==> src/common/pms_pkg.sv <==
// shared constants and types of the phy management serial controller
package pms_pkg;

    // register map
    localparam logic [7:0]  CMD_OFS      = 8'h10;
    localparam int          MSB_LANE     = 3;
    localparam logic [31:0] CMD_RESET    = 32'h0000_0000;

    // opcode and frame patterns
    localparam logic [1:0]  OP_WRITE     = 2'h1;
    localparam logic [1:0]  OP_READ      = 2'h2;
    localparam logic [1:0]  START_PAT    = 2'h1;
    localparam logic [1:0]  TA_PAT       = 2'h2;
    localparam logic [31:0] PREAMBLE     = 32'hFFFF_FFFF;

    // bit slot counts of a frame
    localparam logic [6:0]  WRITE_BITS   = 7'h40;
    localparam logic [6:0]  READ_DRIVE   = 7'h2E;
    localparam logic [6:0]  READ_BITS    = 7'h3F;

    // management clock timing
    localparam int          CLK_KHZ      = 40000;
    localparam int          MDC_MAX_KHZ  = 2500;
    localparam int          MDC_HALF     = (CLK_KHZ + 2 * MDC_MAX_KHZ - 1) / (2 * MDC_MAX_KHZ);

    typedef struct packed {
        logic [1:0]  rsvd;
        logic        done_irq_enable;
        logic        ready;
        logic [1:0]  op;
        logic [4:0]  target_phy_sel;
        logic [4:0]  target_reg_sel;
        logic [15:0] data;
    } pms_cmd_type;

    typedef struct packed {
        logic        wr;
        logic        rd;
        logic [7:0]  addr;
        logic [3:0]  be;
        logic [31:0] wdata;
    } pms_csr_req_type;

    typedef enum logic [1:0] {
        ST_IDLE   = 2'h0,
        ST_SHIFT  = 2'h1,
        ST_FINISH = 2'h2
    } pms_state_type;

endpackage

==> src/hdl/pms_sync.sv <==
// two flip-flop synchroniser for levels from outside the clock domain
`timescale 1ns/1ps
module pms_sync #(
    parameter int WIDTH = 1
) (
    input  wire logic             clk,    // system clock
    input  wire logic             nrst,   // async reset, active low
    input  wire logic [WIDTH-1:0] d,      // asynchronous input
    output logic      [WIDTH-1:0] q       // synchronised output
);

    logic [WIDTH-1:0] meta;

    always_ff @(posedge clk or negedge nrst) begin
        if (!nrst) begin
            meta <= '0;
            q    <= '0;
        end else begin
            meta <= d;
            q    <= meta;
        end
    end

endmodule

==> src/hdl/pms_mdc_gen.sv <==
// management clock divider with edge strobes
`timescale 1ns/1ps
module pms_mdc_gen #(
    parameter int HALF = pms_pkg::MDC_HALF
) (
    input  wire logic clk,    // system clock
    input  wire logic nrst,   // async reset, active low
    input  wire logic run,    // clock runs while high
    output logic      mdc,    // management clock out
    output logic      rise,   // pulse before mdc goes high
    output logic      fall    // pulse before mdc goes low
);

    localparam int CW = $clog2(HALF + 1);
    localparam logic [CW-1:0] LAST = CW'(HALF - 1);

    logic [CW-1:0] cnt;
    wire           wrap = run && (cnt == LAST);

    assign rise = wrap && !mdc;
    assign fall = wrap && mdc;

    // clock parks low between frames so each frame starts on a full low half
    always_ff @(posedge clk or negedge nrst) begin
        if (!nrst) begin
            cnt <= '0;
            mdc <= 1'b0;
        end else if (!run) begin
            cnt <= '0;
            mdc <= 1'b0;
        end else if (wrap) begin
            cnt <= '0;
            mdc <= !mdc;
        end else begin
            cnt <= cnt + CW'(1);
        end
    end

endmodule

==> src/hdl/pms_ctrl.sv <==
// phy management serial controller: command register, framing, mdc and mdio
`timescale 1ns/1ps

// How it works
// - one 32-bit command register sits at offset 10h
// - writes may be 32-bit, two 16-bit or four 8-bit pieces
// - the assembled command is captured only when byte 13h is written
// - bits 31:30 always read as zero
// - with bit 29 set, each completed transfer raises the interrupt
// - bit 28 ready is set when a transfer has completed
// - opcode 01 writes, 10 reads; 00 and 11 are not used
// - phy address from bits 25:21, register number from bits 20:16
// - bits 15:0 carry write data out and read data back
// - write frame: preamble, 01, 01, addresses, 10, data, idle
// - read frame: preamble, 01, 10, addresses, then mdio released
// - first phy bit is dropped, next 16 bits stored as data
// - ready after the whole frame, in the same cycle read data is stored, or at once if the command write sets bit 28
// - mdc is generated here and never exceeds 2.5 MHz with the default MDC_HALF
// - device drives bits on mdc, samples phy bits on mdc
module pms_ctrl #(
    parameter int MDC_HALF = pms_pkg::MDC_HALF
) (
    input  wire logic                     clk,        // system clock, 40 MHz
    input  wire logic                     nrst,       // async reset, active low
    input  wire pms_pkg::pms_csr_req_type csr_req,    // register access request
    output logic [31:0]                   csr_rdata,  // read data, one cycle later
    output logic                          irq,        // transfer done interrupt
    output logic                          mdc,        // management clock to phy
    input  wire logic                     mdio_in,    // mdio pin level
    output logic                          mdio_out,   // mdio drive value
    output logic                          mdio_oe_n   // low while driving mdio
);

    pms_pkg::pms_cmd_type   cmd;
    pms_pkg::pms_cmd_type   stage;
    pms_pkg::pms_state_type state;
    pms_pkg::pms_state_type next_state;

    logic [63:0] shreg;
    logic [6:0]  bit_cnt;
    logic [15:0] rx_word;
    logic        is_read;
    logic        start_req;
    logic        mdio_s;
    logic        mdc_rise;
    logic        mdc_fall;

    // frame image, most significant bit leaves first
    function automatic logic [63:0] build_frame(input pms_pkg::pms_cmd_type c);
        logic [1:0] ta;
        ta = (c.op == pms_pkg::OP_READ) ? 2'h0 : pms_pkg::TA_PAT;
        build_frame = {pms_pkg::PREAMBLE, pms_pkg::START_PAT, c.op,
                       c.target_phy_sel, c.target_reg_sel, ta, c.data};
    endfunction

    function automatic logic [7:0] lane_pick(input logic       be,
                                             input logic [7:0] new_b,
                                             input logic [7:0] old_b);
        lane_pick = be ? new_b : old_b;
    endfunction

    // ---------------------------------------------------------------
    // register port decode
    // ---------------------------------------------------------------
    // word decode at 10h
    wire hit        = (csr_req.addr[7:2] == pms_pkg::CMD_OFS[7:2]);
    wire wr_hit     = csr_req.wr && hit;
    // capture on the top byte lane
    wire capture    = wr_hit && csr_req.be[pms_pkg::MSB_LANE];
    wire op_valid   = (cmd.op == pms_pkg::OP_WRITE) || (cmd.op == pms_pkg::OP_READ);

    // merge byte lanes into the staged word
    wire [31:0] merged = {
        lane_pick(csr_req.be[3], csr_req.wdata[31:24], stage[31:24]),
        lane_pick(csr_req.be[2], csr_req.wdata[23:16], stage[23:16]),
        lane_pick(csr_req.be[1], csr_req.wdata[15:8],  stage[15:8]),
        lane_pick(csr_req.be[0], csr_req.wdata[7:0],   stage[7:0])
    };
    wire pms_pkg::pms_cmd_type wr_cmd = merged;

    // ---------------------------------------------------------------
    // frame sequencing
    // ---------------------------------------------------------------
    wire in_shift   = (state == pms_pkg::ST_SHIFT);
    wire finishing  = (state == pms_pkg::ST_FINISH);
    wire begin_xfer = (state == pms_pkg::ST_IDLE) && start_req && op_valid;
    wire [6:0] frame_len = is_read ? pms_pkg::READ_BITS : pms_pkg::WRITE_BITS;
    wire last_fall  = in_shift && mdc_fall && (bit_cnt == frame_len - 7'h01);
    // slot after release is dropped, following 16 are kept
    wire rx_slot    = is_read && (bit_cnt > pms_pkg::READ_DRIVE)
                      && (bit_cnt < pms_pkg::READ_BITS);
    wire rx_take    = in_shift && mdc_rise && rx_slot;
    // release mdio once addresses are out on a read
    wire next_drive = (begin_xfer && !(cmd.op == pms_pkg::OP_READ && 1'b0))
                      || (in_shift && !last_fall
                          && !(is_read && mdc_fall
                               && bit_cnt == pms_pkg::READ_DRIVE - 7'h01)
                          && !mdio_oe_n);

    always_comb begin
        next_state = state;
        unique case (state)
            pms_pkg::ST_IDLE: begin
                if (begin_xfer) begin
                    next_state = pms_pkg::ST_SHIFT;
                end
            end
            pms_pkg::ST_SHIFT: begin
                if (last_fall) begin
                    next_state = pms_pkg::ST_FINISH;
                end
            end
            pms_pkg::ST_FINISH: begin
                next_state = pms_pkg::ST_IDLE;
            end
            default: begin
                next_state = pms_pkg::ST_IDLE;
            end
        endcase
    end

    // divided clock runs only while a frame is on the wire
    pms_mdc_gen #(
        .HALF (MDC_HALF)
    ) u_mdc (
        .clk  (clk),
        .nrst (nrst),
        .run  (in_shift),
        .mdc  (mdc),
        .rise (mdc_rise),
        .fall (mdc_fall)
    );

    // phy data enters through two flops before sampling
    pms_sync #(
        .WIDTH (1)
    ) u_sync (
        .clk  (clk),
        .nrst (nrst),
        .d    (mdio_in),
        .q    (mdio_s)
    );

    always_ff @(posedge clk or negedge nrst) begin
        if (!nrst) begin
            state <= pms_pkg::ST_IDLE;
        end else begin
            state <= next_state;
        end
    end

    // ---------------------------------------------------------------
    // shifter: load on start, advance on mdc falling edge
    // ---------------------------------------------------------------
    always_ff @(posedge clk or negedge nrst) begin
        if (!nrst) begin
            shreg   <= 64'h0;
            bit_cnt <= 7'h00;
            is_read <= 1'b0;
        end else if (begin_xfer) begin
            shreg   <= build_frame(cmd);
            bit_cnt <= 7'h00;
            is_read <= (cmd.op == pms_pkg::OP_READ);
        end else if (in_shift && mdc_fall) begin
            // new bit goes out after the falling edge
            shreg   <= {shreg[62:0], 1'b1};
            bit_cnt <= bit_cnt + 7'h01;
        end
    end

    // idle between frames parks the line released
    always_ff @(posedge clk or negedge nrst) begin
        if (!nrst) begin
            mdio_oe_n <= 1'b1;
        end else begin
            mdio_oe_n <= !next_drive;
        end
    end

    assign mdio_out = shreg[63];

    // phy bits arrive msb first after its leading zero
    always_ff @(posedge clk or negedge nrst) begin
        if (!nrst) begin
            rx_word <= 16'h0000;
        end else if (rx_take) begin
            rx_word <= {rx_word[14:0], mdio_s};
        end
    end

    // ---------------------------------------------------------------
    // command register
    // ---------------------------------------------------------------
    // staging keeps the low lanes until the top byte arrives
    always_ff @(posedge clk or negedge nrst) begin
        if (!nrst) begin
            stage <= pms_pkg::CMD_RESET;
        end else if (wr_hit) begin
            stage <= merged;
        end
    end

    // a new capture only queues; the shifter keeps its own copy
    always_ff @(posedge clk or negedge nrst) begin
        if (!nrst) begin
            start_req <= 1'b0;
        end else if (capture) begin
            start_req <= 1'b1;
        end else if (begin_xfer) begin
            start_req <= 1'b0;
        end
    end

    always_ff @(posedge clk or negedge nrst) begin
        if (!nrst) begin
            cmd <= pms_pkg::CMD_RESET;
        end else begin
            cmd.rsvd <= 2'h0;
            if (capture) begin
                cmd.done_irq_enable <= wr_cmd.done_irq_enable;
                cmd.op              <= wr_cmd.op;
                cmd.target_phy_sel  <= wr_cmd.target_phy_sel;
                cmd.target_reg_sel  <= wr_cmd.target_reg_sel;
                cmd.data            <= wr_cmd.data;
            end
            // read data lands in the data field
            if (finishing && is_read) begin
                cmd.data <= rx_word;
            end
            // completion sets ready; set wins over a clearing write
            if (finishing) begin
                cmd.ready <= 1'b1;
            end else if (capture) begin
                cmd.ready <= wr_cmd.ready;
            end
        end
    end

    // interrupt at completion when enabled, held until next command
    always_ff @(posedge clk or negedge nrst) begin
        if (!nrst) begin
            irq <= 1'b0;
        end else if (finishing && cmd.done_irq_enable) begin
            irq <= 1'b1;
        end else if (capture) begin
            irq <= 1'b0;
        end
    end

    // ---------------------------------------------------------------
    // read port; unmapped offsets return zero
    // ---------------------------------------------------------------
    // reserved field forced to zero
    wire [31:0] rd_word = hit ? {2'h0, cmd[29:0]} : 32'h0000_0000;

    always_ff @(posedge clk or negedge nrst) begin
        if (!nrst) begin
            csr_rdata <= 32'h0000_0000;
        end else if (csr_req.rd) begin
            csr_rdata <= rd_word;
        end
    end

endmodule

==> config.mk <==
export PLATFORM = sky130hd
export DESIGN_NAME = pms_ctrl
export DESIGN_NICKNAME = d
export VERILOG_FILES = /design/src/common/pms_pkg.sv /design/src/hdl/pms_sync.sv /design/src/hdl/pms_mdc_gen.sv /design/src/hdl/pms_ctrl.sv
export SDC_FILE = /design/constraint.sdc
export NUM_CORES = 1
export LEC_CHECK = 0
export BUFFER_PORTS_ARGS = -buffer_cell sky130_fd_sc_hd__buf_2
export CORE_AREA = 3 3 116 118
export DETAILED_ROUTE_END_ITERATION = 7
export DIE_AREA = 0 0 119 121
export HOLD_SLACK_MARGIN = 0.05
export PLACE_DENSITY = 0.8
export SETUP_SLACK_MARGIN = 0.3
export SYNTH_ARGS = -nofsm -noshare
export SYNTH_HDL_FRONTEND = slang
export SYNTH_SLANG_ARGS = --single-unit
export TNS_END_PERCENT = 100
==> constraint.sdc <==
create_clock -name clk -period 4.81 [get_ports clk]
set_input_delay 0.962 -clock clk [delete_from_list [all_inputs] [get_ports clk]]
set_output_delay 0.962 -clock clk [all_outputs]
set_load 0.005 [all_outputs]
* After elaboration in Yosys (flattened, before gate mapping)
Cells that the tools add are included.
** Storage, ports and cells
- Output and inout port bits :: 36
- Register bits :: 192
** Cells by class
- Equal/unequal tests :: 11
- Muxes and demuxes :: 26
- $lt $le $gt $ge :: 2
- $add $sub $neg :: 3
- Reduce and logical (&&, ||, !) cells :: 34
** Operators by type and width (number)
- 2-to-1 mux 64 bit :: 2
- 2-to-1 mux 16 bit :: 2
- 2-to-1 mux 30 bit :: 1
- 2-to-1 mux 8 bit :: 3
- 2-to-1 mux 7 bit :: 3
- logical AND 1 bit :: 20
- nonzero test 2 bit :: 5
- 2-to-1 mux 1 bit :: 8
- 2-to-1 mux 4 bit :: 2
- adder 7 x 1 -> 7 bit, second input constant :: 1
- equality test 7 x 6 -> 1 bit, second input constant :: 1
- equality test 7 bit :: 1
- greater-than comparator 7 x 6 -> 1 bit, second input constant :: 1
- less-than comparator 7 x 6 -> 1 bit, second input constant :: 1
- subtractor 7 x 1 -> 7 bit, second input constant :: 1
- equality test 6 x 3 -> 1 bit, second input constant :: 1
- 2-to-1 mux 2 bit :: 3
- 2-to-1 mux 6 bit :: 1
- zero test 1 bit :: 5
- adder 4 x 1 -> 4 bit, second input constant :: 1
- equality test 2 x 1 -> 1 bit, second input constant :: 2
- equality test 2 bit, second input constant :: 2
- equality test 4 x 3 -> 1 bit, second input constant :: 1
- != test 2 x 1 -> 1 bit, second input constant :: 2
- 5 further kinds :: 6

* Longest topological paths before layout
Gate-level depths: netlist of run 1.
- Depth in word-level cells :: 11
- Gate-level depth with buffers :: 8
- Mapped depth without buffers :: 6

* Cells and area by module
From an unflattened synthesis of run 1, not the netlist that was laid out.
** Second synthesis, totals
- Cells, all modules :: 672
- Area total of the unflattened synthesis :: 7847.5 um^2
** Modules (own cells, without submodules)
- pms_ctrl :: cells each 650, area each 7557.2 um^2, instances 1
- pms_mdc_gen :: cells each 20, area each 240.2 um^2, instances 1
- pms_sync :: cells each 2, area each 50.0 um^2, instances 1

* Least setup slack after synthesis of run 1
No wires, ideal clock.
- Path kind :: input to register
- Start :: in csr_req[39] in the netlist's numbering
- End :: reg stage[10] in the netlist's numbering
- Setup time :: 125 ps
- Cell stages on the path :: 5
- Buffers on the path :: 1
- Arrival :: 2106 ps
- Setup slack :: 2579 ps
- Cell sequence :: nor4b_2 -> and2_1 -> buf_2 -> nand3_1 -> mux2_2
** Between the ends
- Longest elaborated chain between the ends :: 2
** Ends and longest elaborated chain
- from (decl) :: RTL line pms_ctrl.sv:25 : input wire pms_pkg::pms_csr_req_type csr_req,
- equality test 6 x 3 -> 1 bit :: RTL line pms_ctrl.sv:66 : wire hit = (csr_req.addr[7:2] == pms_pkg::CMD_OFS[7:2]);
- logical AND 1 bit :: RTL line pms_ctrl.sv:67 : wire wr_hit = csr_req.wr && hit;
- to (signal assigned) :: RTL line pms_ctrl.sv:197 : stage <= pms_pkg::CMD_RESET;
- to (signal assigned) :: RTL line pms_ctrl.sv:199 : stage <= merged;
- to (decl) :: RTL line pms_ctrl.sv:35 : pms_pkg::pms_cmd_type stage;
Every way passes these cells.
A chain may end at the register's enable or synchronous reset.

* Worst setup path after layout of run 1
- Start :: reg cmd[26] in the netlist's numbering
- End :: reg shreg[7]
** Between the ends
- Longest elaborated chain between the ends :: 4
** Ends and longest elaborated chain
- from (decl) :: RTL line pms_ctrl.sv:34 : pms_pkg::pms_cmd_type cmd;
- from (signal assigned) :: RTL line pms_ctrl.sv:216 : cmd <= pms_pkg::CMD_RESET;
- equality test 2 x 1 -> 1 bit / equality test 2 bit (equally long branches) :: RTL line pms_ctrl.sv:70 : wire op_valid = (cmd.op == pms_pkg::OP_WRITE) || (cmd.op == pms_pkg::OP_READ);
- logical OR 1 bit * :: RTL line pms_ctrl.sv:70
- logical AND 1 bit * :: RTL line pms_ctrl.sv:86 : wire begin_xfer = (state == pms_pkg::ST_IDLE) && start_req && op_valid;
- 2-to-1 mux 64 bit / nonzero test 2 bit (equally long branches)
- to (signal assigned) :: RTL line pms_ctrl.sv:161 : shreg <= build_frame(cmd);
- to (signal assigned) :: RTL line pms_ctrl.sv:166 : shreg <= {shreg[62:0], 1'b1};
- to (decl) :: RTL line pms_ctrl.sv:39 : logic [63:0] shreg;
Every way passes the cells marked *; elsewhere a longest branch is shown, timed or not.

==> impl_metrics.env, run 1 <==
export IMPL_postCtsSetupBuffers=0
export IMPL_worstPathRequired_ns=5.11
export IMPL_synth_top_area_share=0.581
export IMPL_max_cap_violations=0
export IMPL_min_delay_start="u_sync.meta"
export IMPL_fin_tns_setup_ns=0
export IMPL_peakVddDrop_mv=0.251
export IMPL_start_util=0.627
export IMPL_rsz0062_at_grt="no"
export IMPL_vias=5554
export IMPL_fin_crit_ns=2.79
export IMPL_cts_buffers_inserted=17
export IMPL_syn_inst=720
export IMPL_yosys_area_top_type="dfrtp_1"
export IMPL_max_clock_freq_mhz=358
export IMPL_setup_violations=0
export IMPL_die_x_um=119
export IMPL_cts_clk_slew_worst_paths_ns=0.06
export IMPL_die_area_sq_mm=0.0144
export IMPL_dp_cells=926
export IMPL_power_density_mw_per_mm2=436
export IMPL_synth_cell_types=45
export IMPL_wire_per_inst_um=16.9
export IMPL_min_path_type="reg -> reg"
export IMPL_syn_to_final_growth_pct=13.0
export IMPL_max_slew_worst_pin_slew_ns=1.22
export IMPL_dp_slack_ns=1.82
export IMPL_ys_warn_count=0
export IMPL_num_rows=41
export IMPL_wl_um=16200
export IMPL_async_reset_ff_frac=1.00
export IMPL_critPathTopFamily="simple AND/OR/NAND/NOR gates"
export IMPL_status="finished clean"
export IMPL_maxSlewHeadroom=0.184
export IMPL_synthTopCellsByArea="dfrtp_1 58%, mux2_2 6.6%, nand2_1 5.2%, nand3_1 4.8%, mux2i_1 3.8%"
export IMPL_place_area_sq_mm=0.00834
export IMPL_root_buffer="clkbuf_16"
export IMPL_grt_ovfl_total=0
export IMPL_synth_edf_count=0
export IMPL_nets=827
export IMPL_antenna_left=0
export IMPL_antenna_cells=0
export IMPL_grt_max_degree=127
export IMPL_gp_congestion=0.796
export IMPL_fin_skew_ns=0.00786
export IMPL_drtIter0Drc=521
export IMPL_crit_arrival_ns=3.09
export IMPL_cts_buffer_depth=2
export IMPL_grt_pass1_wl_um=27200
export IMPL_worstSetupPathType="reg -> reg"
export IMPL_io_pins=85
export IMPL_worst_path_buf_inv=2
export IMPL_worst_setup_path_start_kind="register"
export IMPL_r2r_start="cmd[26]"
export IMPL_critPathCaptureType="register"
export IMPL_cp_slowest_stage_delay_ns=1.01
export IMPL_seq_area_frac_synth=0.585
export IMPL_port_buffers=78
export IMPL_ys_flop_type="dfrtp_1"
export IMPL_synth_most_common_cell="dfrtp_1"
export IMPL_startpoint="cmd[26]"
export IMPL_fin_crit_sh=0.580
export IMPL_crit_chain="inv_1 -> ha_1 -> or4b_2 -> buf_4 -> and3_1 -> a221o_1"
export IMPL_coreArea_sq_mm=0.0126
export IMPL_htree_num_levels=4
export IMPL_fin_area_sq_mm=0.00890
export IMPL_drcViolationCount=0
export IMPL_clock_latency_ns=0.42
export IMPL_routed_via_density=5.80
export IMPL_p_leak_nw=4.41
export IMPL_avgSynthCellArea_sq_um=10.9
export IMPL_cts_sinks=184
export IMPL_grt_usage=0.237
export IMPL_die_height_um=121
export IMPL_hold_viol_final=0
export IMPL_worst_path_max_fanout=40
export IMPL_antenna_found_initial=0
export IMPL_finalNonFillerCells=957
export IMPL_cts_resized_gates=0
export IMPL_fin_ws_ns=2.02
export IMPL_ys_ff_latch=184
export IMPL_hpwl_um=10200
export IMPL_totalPowerFinal_mw=3.88
export IMPL_drive_gt1_frac=0.217
export IMPL_dr_pass1_iters=5
export IMPL_slowest_stage="or4b_2"
export IMPL_synthTopCellsByCount="183 x dfrtp_1, 109 x nand2_1, 75 x nand3_1"
export IMPL_grt_pass1_vias=5660
export IMPL_ctsHoldBuffers=0
export IMPL_cts_tree="yes"
export IMPL_drv_slew=0
export IMPL_syn_cell_area_sq_mm=0.00788
-- metal layers --
layer | vias to the layer above | track usage | routed length [um]
li1 | 2575 | - | -
met1 | 2790 | 0.305 | 7030
met2 | 166 | 0.400 | 8110
met3 | 23 | 0.0508 | 742
met4 | 0 | 0.0869 | 281
met5 | - | 0 | 0
-- worst reg2reg max path, cell delays in order, from the launching register on --
cell and delay, ns:
dfrtp_1 0.36, inv_1 0.07, ha_1 0.34, or4b_2 1.02, buf_4 0.40, and3_1 0.22
a221o_1 0.26
-- state kept, by name (all words and copies together) (netlist names) --
| name | cells |
|---|---|
| u_sync.meta | 1 |
| u_sync.q | 1 |
| cmd | 30 |
| rx_word | 16 |
| shreg | 64 |
| csr_rdata | 30 |
| stage | 24 |
| irq | 1 |
| u_mdc.cnt | 4 |
| state | 2 |
| bit_cnt | 7 |
| start_req | 1 |
| mdio_oe_n | 1 |
| is_read | 1 |
| u_mdc.mdc | 1 |
-- where the power goes --
part	leakage, nW	internal, mW	switching, mW
registers	2.32	1.84	0.183
logic	1.81	0.250	0.272
clock network	0.274	0.777	0.555
total	4.41	2.87	1.01
-- cell families (layout without fill, tap and decap cells) --
family | after synthesis | in the layout | share of synthesized area
adder cells (fa/ha/maj) | 5 | 5 | 0.00794
other | 1 | 2 | 0.000476
AO/OA/AOI/OAI | 98 | 98 | 0.0796
flip-flops | 184 | 184 | 0.585
multiplexers | 86 | 86 | 0.118
XOR/XNOR | 8 | 8 | 0.00889
buffers and inverters | 93 | 157 | 0.0500
AND/OR/NAND/NOR | 245 | 245 | 0.150
-- metrics by stage --
| step | hold WS [ns] | util |
|---|---|---|
| 6_report | 0.352 | 0.709 |
| 5_1_grt | 0.363 | 0.709 |
| 4_1_cts | 0.356 | 0.709 |
| 3_5_place_dp | 0.342 | 0.663 |
| 3_3_place_gp | 0.334 | 0.663 |
| 2_1_floorplan | 0.331 | - |
-- layout make-up --
class | count | area, sq um
multi-input combinational | 444 | 2900
tap | 172 | 215
sequential | 184 | 4610
clock buffer | 24 | 502
clock inverter | 7 | 67.6
fill | 917 | 3660
inverter | 41 | 154
timing repair buffer | 85 | 462
-- path summary, 6_finish.rpt --
path	endpoint	slack, ns	cells after the start
hold reg to reg	u_sync.q	0.35	0
min in group asynchronous	cmd[22]	0.67	1
hold / removal	u_sync.q	0.35	0
setup reg to reg	shreg[7]	2.02	6
max in group asynchronous	shreg[40]	3.17	2
setup / recovery	shreg[7]	2.02	6
-- cell usage in the layout, fill, tap and decap left out, types with 2 or more instances in the layout --
master and n:
dfrtp_1 183, nand2_1 109, buf_2 77, nand3_1 75
o21ai_0 52, mux2_2 46, inv_1 41, mux2i_1 30
and3_1 23, a221o_1 21, clkbuf_16 17, nor2_1 13
mux2_1 10, xnor2_1 7, a21oi_1 7, o21ai_1 6
o211ai_1 6, buf_4 6, ha_1 5, clkbuf_8 5
nor3_1 4, nor4_1 4, clkinvlp_4 3, clkinv_2 3
nand3b_1 2, o22ai_1 2, conb_1 2, clkbuf_1 2
Note: power is estimated with default switching activity, not from simulation.
==> run 2, diff against run 1 <==
--- a/config.mk
+++ b/config.mk
@@ -6,11 +6,11 @@
 export NUM_CORES = 1
 export LEC_CHECK = 0
 export BUFFER_PORTS_ARGS = -buffer_cell sky130_fd_sc_hd__buf_2
-export CORE_AREA = 3 3 116 118
+export CORE_AREA = 3 3 121 123
 export DETAILED_ROUTE_END_ITERATION = 7
-export DIE_AREA = 0 0 119 121
+export DIE_AREA = 0 0 124 126
 export HOLD_SLACK_MARGIN = 0.05
-export PLACE_DENSITY = 0.8
+export PLACE_DENSITY = 0.74
 export SETUP_SLACK_MARGIN = 0.3
 export SYNTH_ARGS = -nofsm -noshare
 export SYNTH_HDL_FRONTEND = slang
==> constraint.sdc (replaced) <==
create_clock -name clk -period 2.8 [get_ports clk]
set_input_delay 0.56 -clock clk [delete_from_list [all_inputs] [get_ports clk]]
set_output_delay 0.56 -clock clk [all_outputs]
set_load 0.005 [all_outputs]
==> run 2 against run 1 <==
Clock skew fell by 0.00064 ns. Clock power rose by 92%. Critical path type unchanged. Sequential cell count did not move. Critical endpoint is now rx_word[4]. Final area rose by 2.0%. Global-route usage fell by 2.1 points.
==> impl_metrics.env, run 2 (same netlist as run 1, synthesis figures left out) <==
export IMPL_setup_violations=0
export IMPL_cts_tree="yes"
export IMPL_num_rows=43
export IMPL_startpoint="bit_cnt[0]"
export IMPL_critPathCaptureType="register"
export IMPL_postCtsSetupBuffers=0
export IMPL_min_delay_start="mdio_in"
export IMPL_io_pins=85
export IMPL_grt_pass1_vias=5576
export IMPL_r2r_start="bit_cnt[0]"
export IMPL_worstSetupPathType="reg -> reg"
export IMPL_largest_registers="shreg (64), cmd (30), csr_rdata (30)"
export IMPL_regMostFlops="shreg"
export IMPL_die_area_sq_mm=0.0156
export IMPL_drcViolationCount=0
export IMPL_dp_cells=946
export IMPL_crit_chain="inv_1 -> ha_1 -> and4b_1 -> o22ai_1 -> nor4_4 -> buf_4 -> mux2_2"
export IMPL_hpwl_um=10300
export IMPL_crit_arrival_ns=2.53
export IMPL_htree_num_levels=4
export IMPL_worstPathRequired_ns=3.11
export IMPL_power_density_mw_per_mm2=764
export IMPL_fin_area_sq_mm=0.00908
export IMPL_antenna_left=0
export IMPL_hold_viol_final=0
export IMPL_final_cell_mix="183 x dfrtp_1, 109 x nand2_1, 77 x buf_2, 75 x nand3_1, 52 x o21ai_0"
export IMPL_wl_um=15800
export IMPL_status="finished clean"
export IMPL_nets=840
export IMPL_min_path_cells=1
export IMPL_worstReg2RegEnd="rx_word[4]"
export IMPL_cp_slowest_stage_delay_ns=0.51
export IMPL_final_common_cell="dfrtp_1"
export IMPL_holdWs_ns=0.238
export IMPL_start_util=0.572
export IMPL_fin_tns_setup_ns=0
export IMPL_largest_reg_flops=64
export IMPL_drtIter0Drc=367
export IMPL_cts_clk_slew_worst_paths_ns=0.07
export IMPL_worst_r2r_path_depth=7
export IMPL_fin_skew_ns=0.00721
export IMPL_grt_usage=0.216
export IMPL_slowest_stage="dfrtp_1"
export IMPL_place_area_sq_mm=0.00844
export IMPL_max_slew_worst_pin_slew_ns=0.989
export IMPL_grt_pass1_wl_um=26900
export IMPL_gp_congestion=0.776
export IMPL_rsz0062_at_grt="no"
export IMPL_coreArea_sq_mm=0.0138
export IMPL_root_buffer="clkbuf_16"
export IMPL_hold_end="u_sync.meta"
export IMPL_finalNonFillerCells=979
export IMPL_peakVddDrop_mv=0.479
export IMPL_max_cap_violations=0
export IMPL_vias=5444
export IMPL_maxSlewHeadroom=0.341
export IMPL_cts_buffer_depth=2
export IMPL_cts_buffers_inserted=17
export IMPL_fin_crit_sh=0.794
export IMPL_max_clock_freq_mhz=450
export IMPL_final_core_util=0.659
export IMPL_cts_sinks=184
export IMPL_antenna_cells=0
export IMPL_dr_pass1_iters=5
export IMPL_grt_ovfl_total=0
export IMPL_wire_per_inst_um=16.2
export IMPL_antenna_found_initial=0
export IMPL_syn_to_final_growth_pct=15.3
export IMPL_fin_crit_ns=2.22
export IMPL_clock_latency_ns=0.42
export IMPL_grt_max_degree=80
export IMPL_worst_path_max_fanout=16
export IMPL_min_path_type="in -> reg"
export IMPL_die_height_um=126
export IMPL_p_leak_nw=4.50
export IMPL_port_buffers=78
export IMPL_drive_gt1_frac=0.232
export IMPL_die_x_um=124
export IMPL_routed_via_density=5.56
export IMPL_drv_slew=0
export IMPL_r2r_slack_ns=0.58
export IMPL_worst_setup_path_start_kind="register"
-- run 2: cell count changes in the layout (fill, tap and decap cells not counted), sizes merged --
cell,before,now
bufinv,1,4
dlygate4sd3,0,1
inv,41,44
buf,85,97
clkbuf,24,18
clkinvlp,3,2
clkinv,3,5
-- run 2: power by group --
part	internal (mW)	total (mW)	switching, mW	leakage (nW)
combinational	0.447	0.910	0.464	1.88
clock	1.52	2.55	1.02	0.307
sequential	3.17	3.48	0.314	2.32
total	5.14	6.94	1.80	4.50
-- run 2: worst max-delay path by stage --
stage,endpoint,slack (ns),cells after the start
2_1_floorplan,rx_word[10],0.76,7
3_3_place_gp,shreg[5],0.41,5
3_5_place_dp,shreg[13],0.35,5
4_1_cts,shreg[13],0.34,5
5_1_grt,rx_word[8],0.44,7
6_report,rx_word[4],0.58,7
-- run 2: stage by stage --
| stage | power [mW] | setup WS, ns |
|---|---|---|
| floorplan | 4.08 | 0.759 |
| global placement | 4.35 | 0.407 |
| detailed placement | 4.42 | 0.354 |
| CTS | 6.99 | 0.343 |
| global route | 7.29 | 0.440 |
| finish | 6.94 | 0.577 |
-- run 2: cell type report --
type,instances,area [sq um]
Fill cell,1089,4690
Clock buffer,18,439
Timing Repair Buffer,98,562
Multi-Input combinational cell,444,2900
Clock inverter,14,194
Tap cell,180,225
Inverter,41,154
Sequential cell,184,4610
-- run 2: worst max-delay path, delay by kind of cell (launching register included) --
family / cells / cell delay [ns]
buf+inv: 2 / 0.39
flops: 1 / 0.51
simple gates: 2 / 0.55
mux: 1 / 0.37
compound gates: 1 / 0.11
fa+ha+maj: 1 / 0.19
-- run 2: per-layer routing --
metal	routed length [um]	track usage
met2	7650	0.339
met1	7230	0.301
met4	155	0.0580
met5	0	0
met3	819	0.0584
-- run 2: what timing repair did --
| item | 4_1_cts | 5_1_grt |
|---|---|---|
| setup endpoints to repair | 0 | 22 |
| hold buffers | 1 | 0 |
| resized for setup | 0 | 1 |
| endpoints found under the hold margin | 38 | 0 |
==> run 3, diff against run 2 <==
--- a/config.mk
+++ b/config.mk
@@ -6,11 +6,11 @@
 export NUM_CORES = 1
 export LEC_CHECK = 0
 export BUFFER_PORTS_ARGS = -buffer_cell sky130_fd_sc_hd__buf_2
-export CORE_AREA = 3 3 121 123
+export CORE_AREA = 3 3 126 128
 export DETAILED_ROUTE_END_ITERATION = 7
-export DIE_AREA = 0 0 124 126
+export DIE_AREA = 0 0 129 131
 export HOLD_SLACK_MARGIN = 0.05
-export PLACE_DENSITY = 0.74
+export PLACE_DENSITY = 0.71
 export SETUP_SLACK_MARGIN = 0.3
 export SYNTH_ARGS = -nofsm -noshare
 export SYNTH_HDL_FRONTEND = slang
==> constraint.sdc (replaced) <==
create_clock -name clk -period 1.94 [get_ports clk]
set_input_delay 0.388 -clock clk [delete_from_list [all_inputs] [get_ports clk]]
set_output_delay 0.388 -clock clk [all_outputs]
set_load 0.005 [all_outputs]
==> run 3 against run 2 <==
The flow now finishes with violations (setup timing). Total power grew 50%. Largest power group unchanged. Die area up 8.2%. Final area grew 12%. Clock-buffer cell count grew 5. Combinational power rose by 84%. Utilization increased by 2.0 points. Critical path depth down 1. Sequential share of layout area decreased by 5.4 points. Global-route usage is 0.86 points higher. Register-to-register slack got worse by 0.58 ns. Worst hold slack lost 0.046 ns. Maximum frequency increased by 15%.
==> impl_metrics.env, run 3 (same netlist as run 1, synthesis figures left out) <==
export IMPL_status="complete, but fails checks"
export IMPL_violations="setup timing"
export IMPL_die_area_sq_mm=0.0169
export IMPL_drcViolationCount=0
export IMPL_finalNonFillerCells=1032
export IMPL_p_clk_frac=0.346
export IMPL_routed_via_density=5.72
export IMPL_root_buffer="clkbuf_16"
export IMPL_r2r_slack_ns=-0.0009
export IMPL_hold_viol_final=0
export IMPL_cts_clk_slew_worst_paths_ns=0.07
export IMPL_nFillCells=1042
export IMPL_p_leak_nw=4.95
export IMPL_final_common_cell="dfrtp_1"
export IMPL_switchingPower_mw=2.80
export IMPL_crit_arrival_ns=2.24
export IMPL_grt_max_degree=68
export IMPL_worst_path_max_fanout=7
export IMPL_drv_slew=0
export IMPL_worst_setup_path_start_kind="register"
export IMPL_power_internal_mw=7.59
export IMPL_cts_tree="yes"
export IMPL_antenna_found_initial=0
export IMPL_htree_num_levels=4
export IMPL_largest_reg_flops=64
export IMPL_drtIter0Drc=494
export IMPL_max_clock_freq_mhz=515
export IMPL_worst_r2r_path_depth=6
export IMPL_vias=5903
export IMPL_fin_skew_ns=0.0114
export IMPL_endpoint="shreg[22]"
export IMPL_fin_crit_sh=1.00
export IMPL_fin_crit_ns=1.94
export IMPL_hpwl_um=10700
export IMPL_regMostFlops="shreg"
export IMPL_fin_ws_ns=-0.000889
export IMPL_power_density_mw_per_mm2=1020
export IMPL_clock_latency_ns=0.43
export IMPL_cts_buffer_depth=2
export IMPL_place_area_sq_mm=0.00869
export IMPL_peakVddDrop_mv=0.708
export IMPL_grt_pass1_vias=5891
export IMPL_grt_pass1_wl_um=29700
export IMPL_wire_per_inst_um=18.8
export IMPL_worstReg2RegEnd="shreg[22]"
export IMPL_seqPwrFrac=0.493
export IMPL_port_buffers=78
export IMPL_min_path_type="in -> reg"
export IMPL_worstSetupPathType="reg -> reg"
export IMPL_cts_buffers_inserted=17
export IMPL_wl_um=19400
export IMPL_largest_registers="shreg (64), cmd (30), csr_rdata (30)"
export IMPL_max_cap_violations=0
export IMPL_r2r_start="cmd[26]"
export IMPL_grt_usage=0.225
export IMPL_holdWs_ns=0.192
export IMPL_worstPathRequired_ns=2.24
export IMPL_fin_area_sq_mm=0.0102
export IMPL_die_height_um=131
export IMPL_die_x_um=129
export IMPL_setup_violations=1
export IMPL_gp_congestion=0.802
export IMPL_grt_ovfl_total=0
export IMPL_coreArea_sq_mm=0.0150
export IMPL_totalPowerFinal_mw=10.4
export IMPL_start_util=0.526
export IMPL_critPathCaptureType="register"
export IMPL_swShare=0.269
export IMPL_final_cell_mix="182 x dfrtp_1, 95 x nand2_1, 77 x buf_2, 64 x nand3_1, 52 x o21ai_0"
export IMPL_rsz0062_at_grt="yes"
export IMPL_dp_cells=967
export IMPL_power_frac_comb=0.161
export IMPL_dr_pass1_iters=5
export IMPL_antenna_left=0
export IMPL_antenna_cells=0
export IMPL_num_rows=45
export IMPL_io_pins=85
export IMPL_drive_gt1_frac=0.348
export IMPL_nets=887
export IMPL_maxSlewHeadroom=0.625
export IMPL_max_slew_worst_pin_slew_ns=0.562
export IMPL_startpoint="cmd[26]"
export IMPL_syn_to_final_growth_pct=29.1
export IMPL_cts_sinks=184
-- run 3: cell count changes in the layout (fill, tap and decap cells not counted), sizes merged --
cell	delta
dlygate4sd3	+1
inv	-3
buf	+39
or2	+1
clkbuf	+10
bufbuf	+1
clkinvlp	-2
bufinv	-1
clkinv	-1
-- run 3: timing repair --
action,4_1_cts,5_1_grt
hold buffers,2,0
endpoints found under the setup margin,87,108
pin swaps,7,27
setup buffers,11,11
hold endpoints to repair,38,0
gates resized for setup,38,71
cloned,5,6
-- run 3: layout make-up --
class | instances | area (sq um) | share of cell area
Sequential cell | 184 | 4610 | 0.453
Timing Repair Buffer | 144 | 1270 | 0.125
Multi-Input combinational cell | 445 | 3300 | 0.325
Clock inverter | 7 | 118 | 0.0116
Inverter | 41 | 154 | 0.0151
Tap cell | 188 | 235 | 0.0231
Clock buffer | 23 | 488 | 0.0480
-- run 3: metal layers --
metal | part of all wire | GRT usage | up-vias
met4 | 0.022 | 0.0871 | 0
met2 | 0.51 | 0.366 | 164
met3 | 0.045 | 0.0443 | 34
met5 | 0 | 0 | -
met1 | 0.43 | 0.301 | 2983
li1 | - | - | 2722
-- run 3: worst min-delay path by stage --
stage                           start    endpoint  depth (start not counted)
after CTS                 csr_req[24]     cmd[24]                          2
after detailed placement  u_sync.meta    u_sync.q                          0
after floorplan                  nrst  bit_cnt[0]                          0
after global placement           nrst   stage[22]                          1
final                     csr_req[29]     cmd[29]                          2
after global routing      csr_req[29]     cmd[29]                          2
-- run 3: power by group through the flow --
stage	logic, mW	registers [mW]	clock network [mW]
finish	1.67	5.12	3.60
global route	1.87	5.20	3.79
CTS	1.52	5.02	3.63
detailed placement	1.39	5.05	0
global placement	1.31	5.03	0
floorplan	0.962	4.94	0
-- run 3: stage by stage --
step | setup TNS (ns) | utilization | worst slack (ns)
floorplan | 0 | - | 0.00781
global placement | -4.71 | 0.580 | -0.173
detailed placement | -5.66 | 0.580 | -0.199
CTS | 0 | 0.645 | 0.0297
global route | -0.382 | 0.679 | -0.0362
finish | -0.000889 | 0.679 | -0.000889
-- run 3: worst max-delay path: stages (launching register included) --
cell	delay [ns]
dfrtp_1	0.40
inv_2	0.08
ha_4	0.20
or4b_4	0.53
buf_6	0.17
and3_4	0.15
a221o_1	0.28
